## src/fos_pkg.sv

```systemverilog
package fos_pkg;
	// ----------------------------------------
	// Register offsets (byte addresses)
	// ----------------------------------------
	localparam logic [7:0] OFS_USER_CONFIG = 8'h00;
	localparam logic [7:0] OFS_EPP_STATUS = 8'h04;
	localparam logic [7:0] OFS_PLIB_A = 8'h08;
	localparam logic [7:0] OFS_PLIB_B = 8'h0C;
	localparam logic [7:0] OFS_IRQ_STATUS = 8'h10;
	localparam logic [7:0] OFS_IRQ_MASK = 8'h14;
	localparam logic [7:0] OFS_LOAD_CTRL = 8'h18;

	// ----------------------------------------
	// Field positions
	// ----------------------------------------
	localparam int POS_HIGH_LEVEL = 26;
	localparam int POS_USER_ONE = 18;
	localparam int POS_USER_ZERO = 10;
	localparam int POS_SYS_BYTE = 2;
	localparam int POS_ACCESS_PROT = 1;
	localparam int POS_USD_ERR = 0;
	localparam int POS_EXT_DATA_START = 16;
	localparam int POS_MAIN_LIB_EN = 3;
	localparam int POS_EXT_LIB_EN = 2;
	localparam int POS_BOOT_APP = 0;
	localparam int POS_LIB_END = 22;
	localparam int POS_LIB_DATA_START = 11;
	localparam int POS_LIB_START = 0;

	// ----------------------------------------
	// Codes and reset values
	// ----------------------------------------
	localparam logic [7:0] PROT_CODE_OFF = 8'hA5;
	localparam logic [7:0] PROT_CODE_HIGH = 8'hCC;
	localparam logic [7:0] BYTE_FORCED = 8'hFF;
	localparam logic [31:0] EPP_RESET = 32'hFFFF_FFFF;
	localparam logic [9:0] LIB_END_RESET = 10'h3FF;
	localparam logic [10:0] LIB_DATA_NONE = 11'h7FF;
	localparam logic [7:0] EXT_DATA_NONE = 8'hFF;
	localparam logic [10:0] LIB_START_RESET = 11'h000;

	// Load words, fetched one per cycle from the configuration store
	localparam int LOAD_WORDS = 4;
	localparam int IRQ_BITS = 2;
endpackage : fos_pkg

```

## src/fos_byte_check.sv

```systemverilog
`timescale 1ns/1ps
`default_nettype none
// Checks a stored byte against its inverse; forces the byte value to all ones on mismatch
module fos_byte_check
(
	input wire logic [7:0] raw,
	input wire logic [7:0] raw_inv,
	output logic [7:0] value,
	output logic bad
);
	always_comb
	begin
		bad = (raw != ~raw_inv);
		value = bad ? fos_pkg::BYTE_FORCED : raw;
	end
endmodule : fos_byte_check
`default_nettype wire

```

## src/fos_status.sv

```systemverilog
// The placing of the registers and the address-and-strobe port were left to the implementer.
`timescale 1ns/1ps
`default_nettype none
// Operation
// - Protection level from high-level bit and protection bit; A5 off, CC high.
// - Flash accesses are refused while the access protection bit is set.
// - Byte not matching its inverse sets error flag and reads as FF.
// - User bytes in 25:18 and 17:10, system byte in 9:2.
// - Erase/program protection word mirrors loaded data, resets to all ones.
// - Extension data start sector in 23:16; zero invalid, all ones none.
// - Main library enable flag set when main flash holds protected code.
// - Extension library flag needs boot-area application flag and protected code; set here from boot flag and extension start not FF alone.
// - Boot-area application flag shows boot memory may hold application code.
// - Library end sector in 31:22, resets to all ones.
// - Library data start sector in 21:11; zero invalid, all ones none.
// - Library start sector in 10:0, resets to zero.
module fos_status
(
	input wire logic clk,
	input wire logic rst_b,
	input wire logic [7:0] addr,
	input wire logic [31:0] wdata,
	input wire logic wr,
	input wire logic rd,
	output logic [31:0] rdata,
	input wire logic [31:0] cfg_data,
	output logic [1:0] cfg_index,
	input wire logic flash_req,
	output logic flash_grant,
	output logic flash_refused,
	output logic load_done,
	output logic irq
);
	// ----------------------------------------
	// State
	// ----------------------------------------
	typedef enum logic [2:0]
	{
		ST_IDLE = 3'b001,
		ST_LOAD = 3'b010,
		ST_DONE = 3'b100
	} fos_state_e;

	typedef struct packed
	{
		logic rst_m;
		logic rst_s;
		fos_state_e st;
		logic [1:0] idx;
		logic [7:0] prot_code;
		logic [7:0] user_one;
		logic [7:0] user_zero;
		logic [7:0] sys_byte;
		logic usd_err;
		logic [31:0] epp;
		logic [7:0] ext_data_start;
		logic main_lib_en;
		logic ext_lib_en;
		logic boot_app;
		logic [9:0] lib_end;
		logic [10:0] lib_data_start;
		logic [10:0] lib_start;
		logic [1:0] irq_sts;
		logic [1:0] irq_mask;
		logic [31:0] rdata;
		logic grant;
		logic refused;
		logic done;
		logic irq;
	} fos_state_s;

	fos_state_s s_q;
	fos_state_s s_d;

	// ----------------------------------------
	// Integrity checks on loaded bytes
	// ----------------------------------------
	// Word 0: [7:0] protection code, [15:8] its inverse, [23:16] system byte, [31:24] inverse
	// Word 1: [7:0] user zero, [15:8] inverse, [23:16] user one, [31:24] inverse
	logic [7:0] chk_val [2];
	logic [1:0] chk_bad;
	logic [7:0] chk_raw [2];
	logic [7:0] chk_inv [2];

	always_comb
	begin
		chk_raw[0] = cfg_data[7:0];
		chk_inv[0] = cfg_data[15:8];
		chk_raw[1] = cfg_data[23:16];
		chk_inv[1] = cfg_data[31:24];
	end

	for (genvar g = 0; g < 2; g++)
	begin : g_chk
		fos_byte_check u_chk
		(
			.raw(chk_raw[g]),
			.raw_inv(chk_inv[g]),
			.value(chk_val[g]),
			.bad(chk_bad[g])
		);
	end

	// ----------------------------------------
	// Decode helpers
	// ----------------------------------------
	function automatic logic [1:0] prot_level(input logic [7:0] code);
		if (code == fos_pkg::PROT_CODE_OFF)
			prot_level = 2'b00;
		else if (code == fos_pkg::PROT_CODE_HIGH)
			prot_level = 2'b11;
		else
			prot_level = 2'b01;
	endfunction : prot_level

	function automatic logic [31:0] user_word(input fos_state_s s);
		logic [1:0] lvl;
		lvl = prot_level(s.prot_code);
		user_word = 32'h0000_0000;
		user_word[fos_pkg::POS_HIGH_LEVEL] = lvl[1];
		user_word[fos_pkg::POS_USER_ONE +: 8] = s.user_one;
		user_word[fos_pkg::POS_USER_ZERO +: 8] = s.user_zero;
		user_word[fos_pkg::POS_SYS_BYTE +: 8] = s.sys_byte;
		user_word[fos_pkg::POS_ACCESS_PROT] = lvl[0];
		user_word[fos_pkg::POS_USD_ERR] = s.usd_err;
	endfunction : user_word

	logic [1:0] level_now;
	assign level_now = prot_level(s_q.prot_code);
	logic [1:0] irq_set;

	// ----------------------------------------
	// Next state
	// ----------------------------------------
	always_comb
	begin
		s_d = s_q;
		s_d.rst_m = 1'b1;
		s_d.rst_s = s_q.rst_m;
		s_d.done = 1'b0;
		irq_set = 2'b00;
		case (s_q.st)
			ST_IDLE:
			begin
				s_d.idx = 2'b00;
				s_d.st = ST_LOAD;
			end
			ST_LOAD:
			begin
				case (s_q.idx)
					2'd0:
					begin
						s_d.prot_code = chk_val[0];
						s_d.sys_byte = chk_val[1];
						s_d.usd_err = chk_bad[0] | chk_bad[1];
					end
					2'd1:
					begin
						s_d.user_zero = chk_val[0];
						s_d.user_one = chk_val[1];
						s_d.usd_err = s_q.usd_err | chk_bad[0] | chk_bad[1];
					end
					2'd2:
						s_d.epp = cfg_data;
					default:
					begin
						s_d.lib_end = cfg_data[fos_pkg::POS_LIB_END +: 10];
						s_d.lib_data_start = cfg_data[fos_pkg::POS_LIB_DATA_START +: 11];
						s_d.lib_start = cfg_data[fos_pkg::POS_LIB_START +: 11];
					end
				endcase
				if (s_q.idx == 2'd2)
				begin
					// Word 2 is mirrored whole; its bits 23:16 also give the extension start
					s_d.epp = cfg_data;
				end
				s_d.idx = s_q.idx + 2'd1;
				if (s_q.idx == 2'd3)
				begin
					s_d.st = ST_DONE;
					s_d.done = 1'b1;
					irq_set[0] = 1'b1;
				end
			end
			ST_DONE:
				s_d.idx = s_q.idx;
			default:
				s_d.st = ST_IDLE;
		endcase
		// Library flags derived from the loaded range and the extension data start sector
		if (s_q.st == ST_DONE)
		begin
			s_d.main_lib_en = (s_q.lib_start <= 11'(s_q.lib_end)) && (s_q.lib_end != fos_pkg::LIB_END_RESET);
			s_d.boot_app = s_q.ext_data_start != 8'h00;
			s_d.ext_lib_en = (s_q.ext_data_start != 8'h00) && s_q.ext_data_start != fos_pkg::EXT_DATA_NONE;
		end
		if (s_q.st == ST_LOAD && s_q.idx == 2'd2)
			s_d.ext_data_start = cfg_data[fos_pkg::POS_EXT_DATA_START +: 8];
		// Flash gate: refused while protection is active
		s_d.grant = flash_req && !level_now[0] && s_q.st == ST_DONE;
		s_d.refused = flash_req && (level_now[0] || s_q.st != ST_DONE);
		if (s_d.refused)
			irq_set[1] = 1'b1;
		// Set wins over a clear written in the same cycle
		s_d.irq_sts = s_q.irq_sts | irq_set;
		// Register bus; loaded status fields ignore writes, interrupt status clears on a written one
		if (wr && addr == fos_pkg::OFS_IRQ_STATUS)
			s_d.irq_sts = (s_q.irq_sts & ~wdata[1:0]) | irq_set;
		if (wr && addr == fos_pkg::OFS_IRQ_MASK)
			s_d.irq_mask = wdata[1:0];
		if (wr && addr == fos_pkg::OFS_LOAD_CTRL && wdata[0])
			s_d.st = ST_IDLE;
		s_d.rdata = 32'h0000_0000;
		if (rd)
		begin
			case (addr)
				fos_pkg::OFS_USER_CONFIG: s_d.rdata = user_word(s_q);
				fos_pkg::OFS_EPP_STATUS: s_d.rdata = s_q.epp;
				fos_pkg::OFS_PLIB_A: s_d.rdata = {8'h00, s_q.ext_data_start, 12'h000, s_q.main_lib_en,
					s_q.ext_lib_en, 1'b0, s_q.boot_app};
				fos_pkg::OFS_PLIB_B: s_d.rdata = {s_q.lib_end, s_q.lib_data_start, s_q.lib_start};
				fos_pkg::OFS_IRQ_STATUS: s_d.rdata = {30'h0, s_q.irq_sts};
				fos_pkg::OFS_IRQ_MASK: s_d.rdata = {30'h0, s_q.irq_mask};
				fos_pkg::OFS_LOAD_CTRL: s_d.rdata = {31'h0, s_q.st == ST_DONE};
				default: s_d.rdata = 32'h0000_0000;
			endcase
		end
		s_d.irq = |(s_d.irq_sts & s_d.irq_mask);
		if (!s_q.rst_s)
		begin
			s_d.st = ST_IDLE;
			s_d.irq_sts = 2'b00;
		end
	end

	// ----------------------------------------
	// Registers
	// ----------------------------------------
	always_ff @(posedge clk or negedge rst_b)
	begin
		if (!rst_b)
		begin
			s_q <= '0;
			s_q.st <= ST_IDLE;
			s_q.prot_code <= fos_pkg::PROT_CODE_OFF;
			s_q.user_one <= fos_pkg::BYTE_FORCED;
			s_q.user_zero <= fos_pkg::BYTE_FORCED;
			s_q.sys_byte <= fos_pkg::BYTE_FORCED;
			s_q.epp <= fos_pkg::EPP_RESET;
			s_q.lib_end <= fos_pkg::LIB_END_RESET;
			s_q.lib_start <= fos_pkg::LIB_START_RESET;
		end
		else
			s_q <= s_d;
	end

	assign rdata = s_q.rdata;
	assign cfg_index = s_q.idx;
	assign flash_grant = s_q.grant;
	assign flash_refused = s_q.refused;
	assign load_done = s_q.done;
	assign irq = s_q.irq;

	// ----------------------------------------
	// Checks
	// ----------------------------------------
	chk_no_grant_prot: assert property (@(posedge clk) disable iff (!rst_b)
		flash_req && level_now[0] |=> !flash_grant)
		else $error("grant while protected");
	chk_level_code: assert property (@(posedge clk) disable iff (!rst_b)
		rd && addr == fos_pkg::OFS_USER_CONFIG && s_q.prot_code == fos_pkg::PROT_CODE_HIGH
		|=> rdata[fos_pkg::POS_HIGH_LEVEL] && rdata[fos_pkg::POS_ACCESS_PROT])
		else $error("high level not reported");
	chk_err_force: assert property (@(posedge clk) disable iff (!rst_b)
		s_q.st == ST_LOAD && s_q.idx == 2'd0 && chk_bad[1] |=> s_q.sys_byte == 8'hFF && s_q.usd_err)
		else $error("bad byte not forced");
	chk_ro_epp: assert property (@(posedge clk) disable iff (!rst_b)
		s_q.st == ST_DONE && !(wr && addr == fos_pkg::OFS_LOAD_CTRL) |=> $stable(s_q.epp))
		else $error("status changed after load");
	chk_ext_needs_boot: assert property (@(posedge clk) disable iff (!rst_b)
		s_q.ext_lib_en |-> s_q.boot_app)
		else $error("extension flag without boot app");
	chk_ext_no_data: assert property (@(posedge clk) disable iff (!rst_b)
		s_q.st == ST_DONE && s_q.ext_data_start == fos_pkg::EXT_DATA_NONE |=> !s_q.ext_lib_en)
		else $error("extension flag with no data region");
	chk_load_len: assert property (@(posedge clk) disable iff (!rst_b)
		s_q.st == ST_IDLE && s_q.rst_s |=> ##4 load_done)
		else $error("load length wrong");
	chk_lib_read: assert property (@(posedge clk) disable iff (!rst_b)
		rd && addr == fos_pkg::OFS_PLIB_B |=> rdata[31:22] == $past(s_q.lib_end))
		else $error("end sector misplaced");
	chk_irq_level: assert property (@(posedge clk) disable iff (!rst_b)
		irq == |(s_q.irq_sts & s_q.irq_mask))
		else $error("irq disagrees with status and mask");
endmodule : fos_status
`default_nettype wire

```

## config.mk

```make
export PLATFORM = sky130hd
export DESIGN_NAME = fos_status
export DESIGN_NICKNAME = d
export VERILOG_FILES = /design/src/fos_pkg.sv /design/src/fos_byte_check.sv /design/src/fos_status.sv
export SDC_FILE = /design/constraint.sdc
export NUM_CORES = 1
export LEC_CHECK = 0
export BUFFER_PORTS_ARGS = -buffer_cell sky130_fd_sc_hd__buf_4
export CAP_MARGIN = 40
export CORE_UTILIZATION = 35
export DETAILED_ROUTE_END_ITERATION = 10
export PLACE_DENSITY = 0.63
export SLEW_MARGIN = 20
export SYNTH_ARGS = -nofsm -noshare
export SYNTH_HDL_FRONTEND = slang
export SYNTH_SLANG_ARGS = --single-unit
```

## constraint.sdc

```tcl
create_clock -name clk -period 1.63 [get_ports clk]
set_input_delay 0.326 -clock clk [delete_from_list [all_inputs] [get_ports clk]]
set_output_delay 0.326 -clock clk [all_outputs]
set_load 0.01 [all_outputs]
```

* Word-level counts from Yosys, hierarchy flattened *
Cells that the tools add are included.

word-level totals
  output and inout bits = 38
  flip-flop bits (word level) = 155
  logic and storage cells = 101

cells by class
  mux-type cells = 18
  bitwise gates (word level) = 11
  magnitude comparators = 1
  reductions and logical operators = 25
  equal/unequal tests = 21
  add/subtract/negate cells = 1

operators by type and width
  cell                    count
  $pmux W32 S7            1
  $mux W32                1
  $eq A8 B5 Y1 const B    3
  $eq A8 B4 Y1 const B    2
  $eq A8 B8 Y1 const B    2
  $mux W8                 2
  $ne A8 B8 Y1            2
  $not A8 Y8              2
  $reduce_and A2 Y1       6
  $le A11 B10 Y1          1
  $logic_and A1 B1 Y1     10
  $mux W2                 5
  $ne A10 B10 Y1 const B  1
  $mux W3                 3
  $pmux W3 S3             1
  $eq A8 B3 Y1 const B    1
  $logic_not A8 Y1        1
  $ne A8 B8 Y1 const B    1
  $reduce_bool A8 Y1      1
  $and A2 B2 Y2           2
  $eq A2 B2 Y1 const B    2
  $ne A4 B3 Y1 const B    1
  $or A2 B2 Y2            2
  $pmux W2 S2             1
  other kinds (18)        23

* Logic depth before layout (Yosys ltp) *
Gate-level depths: netlist of run 1.

  word-level depth = 10
  gate-level depth with buffers = 7
  gate-level depth less buffers = 7

* Hierarchy *
Synthesis of run 1 repeated with hierarchy kept, for this count alone.

second synthesis, totals
  cell total of the unflattened synthesis = 710
  area, all modules = 7,397.1 um^2

by module, submodules not included
  module          sequential area each (um^2)  area each (um^2)  cells an instance  instances
  fos_status      3,967.6                      7,079.3           672                1
  fos_byte_check  0.0                          158.9             19                 2

* Worst setup path before layout of run 1 *
OpenSTA, ideal clock, no wires.

  path type = register to register
  from = reg s_q[63] (netlist name)
  to = reg s_q[74] (netlist name)
  slack = -67 ps
  stages on the path, launching flop included = 8
  data required time = 1,526 ps
  clock period less this slack = 1,697 ps
  buffers on the path = 0
  data arrival time = 1,593 ps
  cell sequence = dfstp_2 > inv_1 > ha_1 > nor2b_1 > o21a_1 > o21ai_0 > o211ai_1 > a221oi_1

between the ends
  cells in the longest elaborated chain, start to end = 2

RTL lines
  what                                              line               text
  start: declaration                                fos_status.sv:72   fos_state_s s_q;
  $le A11 B10 Y1 or $ne A10 B10 Y1 (tied branches)  fos_status.sv:193  s_d.main_lib_en = (s_q.lib_start <= 11'(s_q.lib_end)) && (s_q.lib_end != fos_pkg::LIB_END_RESET);
  $logic_and A1 B1 Y1 (*)                           fos_status.sv:193

Mark *: on every way between the ends. The rest lies on a longest branch, timed or not.
A chain may end at the register's enable or synchronous reset.

* Worst setup path after layout of run 1 *
  from = reg s_q[70] (netlist name)
  to = reg s_q[74] (netlist name)

Same word-level chain as after synthesis.

==> metrics.md, run 1 <==
| Metric | Value |
|---|---|
| Number of antenna violations at the first check in global routing | `0` |
| Clock latency on the worst-skew pair | `0.42 ns` |
| Drt drc | `0` |
| Relative slew slack | `65.9%` |
| Worst-Margin Slew | `0.511 ns` |
| Mean instance size in the synthesized netlist | `10.4 sq um` |
| Setup crit end kind | `flop` |
| Met2 layer wire length in the routed design | `between 8 and 9 mm` |
| Clock Root Buffer | `sky130_fd_sc_hd__clkbuf_16` |
| Chip Height | `about 150 microns` |
| Wire per inst | `17.6 microns` |
| Run status | `finished with violations` |
| H-tree level count | `4` |
| Non-Filler Cell Area, Final | `9140 sq um` |
| Total count of hold-check failures in the final report | `0` |
| Vias | `approximately 5,400` |
| Layout-stage area growth over the synthesis result | `27.6%` |
| Routed wire length | `~19 mm` |
| Ports | `about 120` |
| Setup repair after global routing missed its margin | `yes` |
| Max-slew violation count | `0` |
| Path class of the lowest-slack min-delay path | `primary input to flop` |
| Post-detailed-route via-to-cell ratio | `roughly 5` |
| Hold Crit Depth | `3` |
| Fraction of the cycle the final worst path needs | `109%` |
| Dominant register cell in the synthesized netlist | `sky130_fd_sc_hd__dfrtp_1` |
| Total power | `about 9.7 mW` |
| Routed Antenna Nets | `0` |
| Final estimated routing congestion in global placement | `0.831` |
| Fin Setup TNS | `-0.177 ns` |
| Cell Rows | `between 50 and 60` |
| Final worst slack | `-0.150 ns` |
| Total die area | `21,000 sq um` |
| Drt first pass iters | `6` |
| Final antenna diode count | `0` |
| Synth top area cells | `sky130_fd_sc_hd__dfrtp_1 (29%), sky130_fd_sc_hd__dfstp_2 (26%), sky130_fd_sc_hd__nand2_1 (6.9%)` |
| Critical Path AT | `2.10 ns` |
| R2R setup slack | `-0.15 ns` |
| Synthesized instance count | `689` |
| Required @ worst endpoint | `1.95 ns` |
| DP Cell Count | `about 1,000` |
| Syn nets | `~780` |
| Routed length on met3 | `between 1 and 1.5 mm` |
| Switching share of power | `25.9%` |
| Max FO, Critical Path | `2` |
| Die Span X | `145 microns` |
| Vias in the first global route | `5,503` |
| Worst reg-to-reg path cell count | `6` |
| Worst hold margin | `0.124 ns` |
| Clock edge transition at the registers on the reported setup and hold paths | `0.06 ns` |
| Worst slack after detailed placement | `-0.179 ns` |
| HP Start | `cfg_data[12]` |
| Library cell with the largest summed area after synthesis | `sky130_fd_sc_hd__dfrtp_1` |
| Switching power of the nets | `2.52 mW` |
| Kind of launch point of the worst setup path | `flop` |
| Maximum number of buffers from clock root to sink | `2` |
| Fraction of synthesis flops using an asynchronous set or reset pin | `100%` |
| Number of synthesized register bits | `155` |
| Largest net degree at the start of global routing | `41` |
| TritonCTS clock tree | `yes` |
| Number of input and output port buffers inserted | `84` |
| Crit Path Category | `flop to flop` |
| Clk pwr share | `38.1%` |
| Sum of net half-perimeters after detailed placement | `13.3 mm` |
| Post-layout utilization of the core | `46.2%` |
| Placed Instance Area | `around 8400 sq um` |
| Synth Warn # | `0` |
| Maximum ir drop on the vdd rail | `0.602 mV` |
| Sequential fraction of design power | `roughly 49%` |
| Number of enable flip-flop cells after synthesis | `0` |
| Area share of the leading cell type in the synthesized netlist | `29.3%` |
| Number of unique standard cell types used by synthesis | `47` |
| Final period demand of the worst path | `1.78 ns` |
| CTS sink cnt | `155` |
| Portion of total power attributed to combinational logic | `between 10% and 20%` |
| Number of buffers created by CTS | `17` |
| Pwr Density | `roughly 1100 nW/um^2` |
| Highest routed layer | `met4` |
| Setup Skew | `~0.0068 ns` |
| Cell Count, Final, Fillers Out | `1,070` |
| Remaining global-route overflow | `0` |
| Mapped Area | `7160 sq um` |
| Fmax achieved | `0.562 GHz` |
| Critical R2R Launch | `s_q[70]` |
| Floorplan Core Area | `about 20,000 sq um` |
| Total number of nets in the final design | `885` |
| Setup violations, final | `2` |
| Wire length of the first global-routing pass | `30.2 mm` |
| Wire length the detailed router placed on met1 | `between 8 and 9 mm` |
| Cell leakage power | `4.30 nW` |
| Initial Util | `36.2%` |
| Hold EP | `s_q[95]` |
| Iteration-0 DRC count of the detailed router | `550` |
| Total track usage | `18.6%` |
| Ratio of cells with drive above 1 in the final layout | `approximately two fifths` |
| Violations in the final reports | `setup timing` |
| Cell internal pwr | `~7.2 mW` |
| Sequential element share of the synthesized area | `55.4%` |
| Worst R2R End | `s_q[74]` |
| MaxCap Viol Count | `0` |
cell usage after synthesis (2+ instances only):
cell	instances
sky130_fd_sc_hd__nor4_1	3
sky130_fd_sc_hd__nor3_1	23
sky130_fd_sc_hd__dfstp_2	71
sky130_fd_sc_hd__nor2b_1	2
sky130_fd_sc_hd__nor4_4	2
sky130_fd_sc_hd__buf_2	14
sky130_fd_sc_hd__nor2_1	73
sky130_fd_sc_hd__a22o_1	15
sky130_fd_sc_hd__nand3_1	2
sky130_fd_sc_hd__a21oi_1	39
sky130_fd_sc_hd__mux2_2	23
sky130_fd_sc_hd__a21o_1	3
sky130_fd_sc_hd__and3_1	6
sky130_fd_sc_hd__ha_1	15
sky130_fd_sc_hd__buf_6	2
sky130_fd_sc_hd__a31oi_1	2
sky130_fd_sc_hd__nand4_1	11
sky130_fd_sc_hd__xor2_1	16
sky130_fd_sc_hd__a21boi_0	2
sky130_fd_sc_hd__dfrtp_1	84
sky130_fd_sc_hd__inv_1	13
sky130_fd_sc_hd__o21ai_0	19
sky130_fd_sc_hd__a211oi_1	2
sky130_fd_sc_hd__and2_1	5
sky130_fd_sc_hd__a22oi_1	8
sky130_fd_sc_hd__nand2_1	132
sky130_fd_sc_hd__clkbuf_1	20
sky130_fd_sc_hd__a222oi_1	24
sky130_fd_sc_hd__nor4b_4	2
sky130_fd_sc_hd__buf_4	37
sky130_fd_sc_hd__nor4bb_1	3
power by group through the flow:
stage | registers, mW | logic (mW) | clock network (mW)
floorplan | 4.77 | 0.689 | 0
global placement | 4.84 | 1.16 | 0
detailed placement | 4.87 | 1.19 | 0
CTS | 4.81 | 1.22 | 3.80
global route | 4.87 | 1.39 | 3.94
finish | 4.82 | 1.21 | 3.72
sequential cells by signal, indices dropped and copies added, names as in the netlist:
register / count
s_q: 116
irq: 1
rdata: 32
flash_refused: 1
flash_grant: 1
cfg_index: 2
load_done: 1
s_d: 1
worst max-delay path, stage by stage (launching register included):
cell	delay [ns]
sky130_fd_sc_hd__dfstp_2	0.54
sky130_fd_sc_hd__inv_2	0.05
sky130_fd_sc_hd__ha_4	0.26
sky130_fd_sc_hd__nand4b_1	0.16
sky130_fd_sc_hd__nor3_2	0.26
sky130_fd_sc_hd__a41oi_2	0.14
sky130_fd_sc_hd__a221oi_2	0.29
cell usage in the layout (no fill, tap or decap), types with 16 or more instances in the layout:
cell type                     n
sky130_fd_sc_hd__nor3_1      21
sky130_fd_sc_hd__buf_12      16
sky130_fd_sc_hd__nor2_1      72
sky130_fd_sc_hd__dfstp_2     71
sky130_fd_sc_hd__a222oi_1    24
sky130_fd_sc_hd__mux2_2      23
sky130_fd_sc_hd__buf_4      140
sky130_fd_sc_hd__dfrtp_1     84
sky130_fd_sc_hd__nand2_1    131
sky130_fd_sc_hd__xor2_1      16
sky130_fd_sc_hd__a21oi_1     37
sky130_fd_sc_hd__o21ai_0     18
sky130_fd_sc_hd__clkbuf_16   17
worst max-delay path by stage:
| stage | from | endpoint | slack [ns] | cells past startpoint |
|---|---|---|---|---|
| floorplan | s_q[63] | s_q[74] | -0.02 | 7 |
| global placement | s_q[147] | irq | -0.18 | 6 |
| detailed placement | s_q[147] | irq | -0.18 | 6 |
| CTS | s_q[63] | s_q[74] | -0.11 | 7 |
| global route | s_q[71] | s_q[74] | -0.25 | 6 |
| finish | s_q[70] | s_q[74] | -0.15 | 6 |
layout make-up:
cell class	instances	area (sq um)
Timing Repair Buffer	158	1390
Inverter	13	48.8
Sequential cell	155	3970
Tap cell	265	332
Fill cell	1866	10600
Multi-Input combinational cell	448	2850
Clock buffer	21	460
Clock inverter	10	92.6
what timing repair did:
item | CTS | global route
hold buffers | 1 | 0
buffers inserted | 1 | 1
endpoints found under the hold margin | 14 | 0
gates resized for setup | 15 | 9
pin swaps | 7 | 8
endpoints found under the setup margin | 4 | 44
kinds of logic (layout without fill, tap and decap cells):
logic type,Yosys count,after routing,synth area share [%]
and+or+nand+nor,269,269,17.2
DFF,155,155,55.4
AOI/OAI and AO/OA,122,122,12.0
buffers and inverters,86,202,6.90
muxes,24,24,3.82
xor gates and xnor gates,17,17,2.08
adders and majority gates,15,15,2.62
other,1,1,0.0523
metal layers:
layer / vias to the layer above / GRT usage, %
li1: 2567 / -
met2: 161 / 29.5
met1: 2652 / 24.6
met3: 30 / 4.21
met5: - / 0
met4: 0 / 7.42
No activity file was read; power rests on OpenSTA's default activity.
==> run 2: changes to the inputs <==
--- a/config.mk
+++ b/config.mk
@@ -10,6 +10,7 @@
 export CORE_UTILIZATION = 35
 export DETAILED_ROUTE_END_ITERATION = 10
 export PLACE_DENSITY = 0.63
+export SKIP_LAST_GASP = 1
 export SLEW_MARGIN = 20
 export SYNTH_ARGS = -nofsm -noshare
 export SYNTH_HDL_FRONTEND = slang
==> run 2 against run 1 <==
Net effect:
- the flow still finishes with violations (setup timing)
- combinational power hardly changed
- clock power hardly changed
- global-route usage hardly changed
- worst hold slack hardly changed
- total power hardly changed
- fmax is 0.11% lower
- die area stayed put
==> metrics.md, run 2 (synthesized netlist as in run 1, its figures left out) <==
| Metric | Value |
|---|---|
| Maximum ir drop on the vdd rail | `0.603 mV` |
| Fraction of the cycle the final worst path needs | `109%` |
| Setup crit start | `s_q[70]` |
| Ratio of cells with drive above 1 in the final layout | `38.8%` |
| Routed wire length | `18.8 mm` |
| Crit Path Category | `flop to flop` |
| R2R setup slack | `-0.15 ns` |
| Number of buffers created by CTS | `17` |
| Floorplan Core Area | `19,800 sq um` |
| Violations in the final reports | `setup timing` |
| Pwr Density | `roughly 1100 nW/um^2` |
| Drt drc | `0` |
| DP Cell Count | `1,036` |
| Register with the most flip-flops | `s_q` |
| Total track usage | `18.6%` |
| Commonest non-fill, non-tap cell in the layout | `sky130_fd_sc_hd__buf_4` |
| Post-detailed-route via-to-cell ratio | `5.06` |
| Cell Count, Final, Fillers Out | `1,070` |
| Clock latency on the worst-skew pair | `0.42 ns` |
| MaxCap Viol Count | `0` |
| H-tree level count | `4` |
| Worst R2R End | `s_q[74]` |
| Run status | `finished with violations` |
| Total count of hold-check failures in the final report | `0` |
| Portion of total power attributed to combinational logic | `approximately an eighth` |
| Total power | `9.74 mW` |
| Layout-stage area growth over the synthesis result | `27.6%` |
| CTS sink cnt | `155` |
| Setup crit end kind | `flop` |
| Iteration-0 DRC count of the detailed router | `551` |
| Final estimated routing congestion in global placement | `0.831` |
| Critical Path AT | `between 2 and 2.5 ns` |
| Ports | `approximately 120` |
| Fmax achieved | `0.561 GHz` |
| Switching power of the nets | `2.52 mW` |
| Cell Rows | `between 50 and 60` |
| Switching share of power | `25.9%` |
| Hold Crit Depth | `3` |
| Number of input and output port buffers inserted | `84` |
| Path class of the lowest-slack min-delay path | `primary input to flop` |
| Chip Height | `145 microns` |
| Largest net degree at the start of global routing | `between 40 and 50` |
| Die Span X | `~150 microns` |
| Setup Skew | `between 0.007 and 0.008 ns` |
| Max FO, Critical Path | `2` |
| Number of filler instances in the final layout | `about 1,900` |
| Wire length of the first global-routing pass | `30.2 mm` |
| Kind of launch point of the worst setup path | `flop` |
| Worst reg-to-reg path cell count | `6` |
| Maximum number of buffers from clock root to sink | `2` |
| Initial Util | `36.2%` |
| Relative slew slack | `65.9%` |
| Final antenna diode count | `0` |
| Total number of nets in the final design | `885` |
| Drt first pass iters | `7` |
| Total die area | `21,000 sq um` |
| Routed Antenna Nets | `0` |
| Final period demand of the worst path | `1.78 ns` |
| Setup repair after global routing missed its margin | `yes` |
| Clock edge transition at the registers on the reported setup and hold paths | `0.06 ns` |
| Commonest cells after routing, fill and taps aside | `sky130_fd_sc_hd__buf_4 (140), sky130_fd_sc_hd__nand2_1 (131), sky130_fd_sc_hd__dfrtp_1 (84), sky130_fd_sc_hd__nor2_1 (72), sky130_fd_sc_hd__dfstp_2 (71)` |
| Largest register FFs | `116` |
| Cell leakage power | `4.30 nW` |
| Fin Setup TNS | `-0.196 ns` |
| Max-slew violation count | `0` |
| Hold EP | `s_q[95]` |
| HP Start | `cfg_data[12]` |
| Vias in the first global route | `roughly 5,500` |
| Sum of net half-perimeters after detailed placement | `roughly 13 mm` |
| Worst-Margin Slew | `between 0.5 and 0.6 ns` |
| TritonCTS clock tree | `yes` |
| Post-layout utilization of the core | `46.2%` |
| Required @ worst endpoint | `1.95 ns` |
| Cell internal pwr | `7.22 mW` |
| Clock Root Buffer | `sky130_fd_sc_hd__clkbuf_16` |
| Sequential fraction of design power | `49.4%` |
| Clk pwr share | `around two fifths` |
| Number of antenna violations at the first check in global routing | `0` |
| Wire per inst | `17.6 microns` |
| Vias | `between 5,000 and 6,000` |
| Setup violations, final | `2` |
| Final worst slack | `-0.152 ns` |
| Critical R2R Launch | `s_q[70]` |
| Remaining global-route overflow | `0` |
==> run 2: what timing repair did <==
| action | 4_1_cts | 5_1_grt |
|---|---|---|
| endpoints found under the hold margin | 14 | 0 |
| setup buffers | 1 | 1 |
| pin swaps | 7 | 8 |
| gates cloned | 0 | 0 |
| hold buffers | 1 | 0 |
| setup endpoints to repair | 4 | 44 |
| gates resized for setup | 13 | 11 |
==> run 2: worst max-delay path by stage <==
stage | endpoint | slack (ns) | cells past startpoint
after global placement | irq | -0.18 | 6
after detailed placement | irq | -0.18 | 6
after global routing | s_q[74] | -0.25 | 6
after floorplan | s_q[74] | -0.02 | 7
after CTS | s_q[74] | -0.11 | 7
final | s_q[74] | -0.15 | 6
==> run 2: critical path, cell delays in order, from the launching register on <==
cell	delay, ns
sky130_fd_sc_hd__dfstp_2	0.54
sky130_fd_sc_hd__inv_2	0.05
sky130_fd_sc_hd__ha_4	0.26
sky130_fd_sc_hd__nand4b_1	0.16
sky130_fd_sc_hd__nor3_2	0.26
sky130_fd_sc_hd__a41oi_2	0.14
sky130_fd_sc_hd__a221oi_2	0.29
==> run 2: per-stage QoR <==
stage	setup WS (ns)	hold WS, ns	area, sq um
2_1_floorplan	-0.0158	0.0304	7170
3_3_place_gp	-0.184	0.235	8430
3_5_place_dp	-0.179	0.238	8430
4_1_cts	-0.113	0.106	9080
5_1_grt	-0.247	0.125	9140
6_report	-0.152	0.124	9140
==> run 2: cell type report <==
class                      instances  area (sq um)  area share [%]
sequential                       155          3970            43.4
multi-input combinational        448          2850            31.2
timing repair buffer             158          1390            15.2
clock buffer                      21           460            5.04
tap                              265           332            3.63
clock inverter                    10          92.6            1.01
inverter                          13          48.8           0.534
==> run 2: power by group through the flow <==
| stage | sequential [mW] | combinational (mW) | clock (mW) |
|---|---|---|---|
| after floorplan | 4.77 | 0.689 | 0 |
| after global placement | 4.84 | 1.16 | 0 |
| after detailed placement | 4.87 | 1.19 | 0 |
| after CTS | 4.81 | 1.21 | 3.80 |
| after global routing | 4.87 | 1.39 | 3.94 |
| final | 4.82 | 1.21 | 3.72 |
==> run 2: layer usage <==
layer,vias to the layer above,share of wire [%],track usage [%]
met1,2646,45,24.6
li1,2569,-,-
met4,0,2.4,7.42
met2,168,47,29.5
met3,32,5.8,4.21
met5,-,0,0
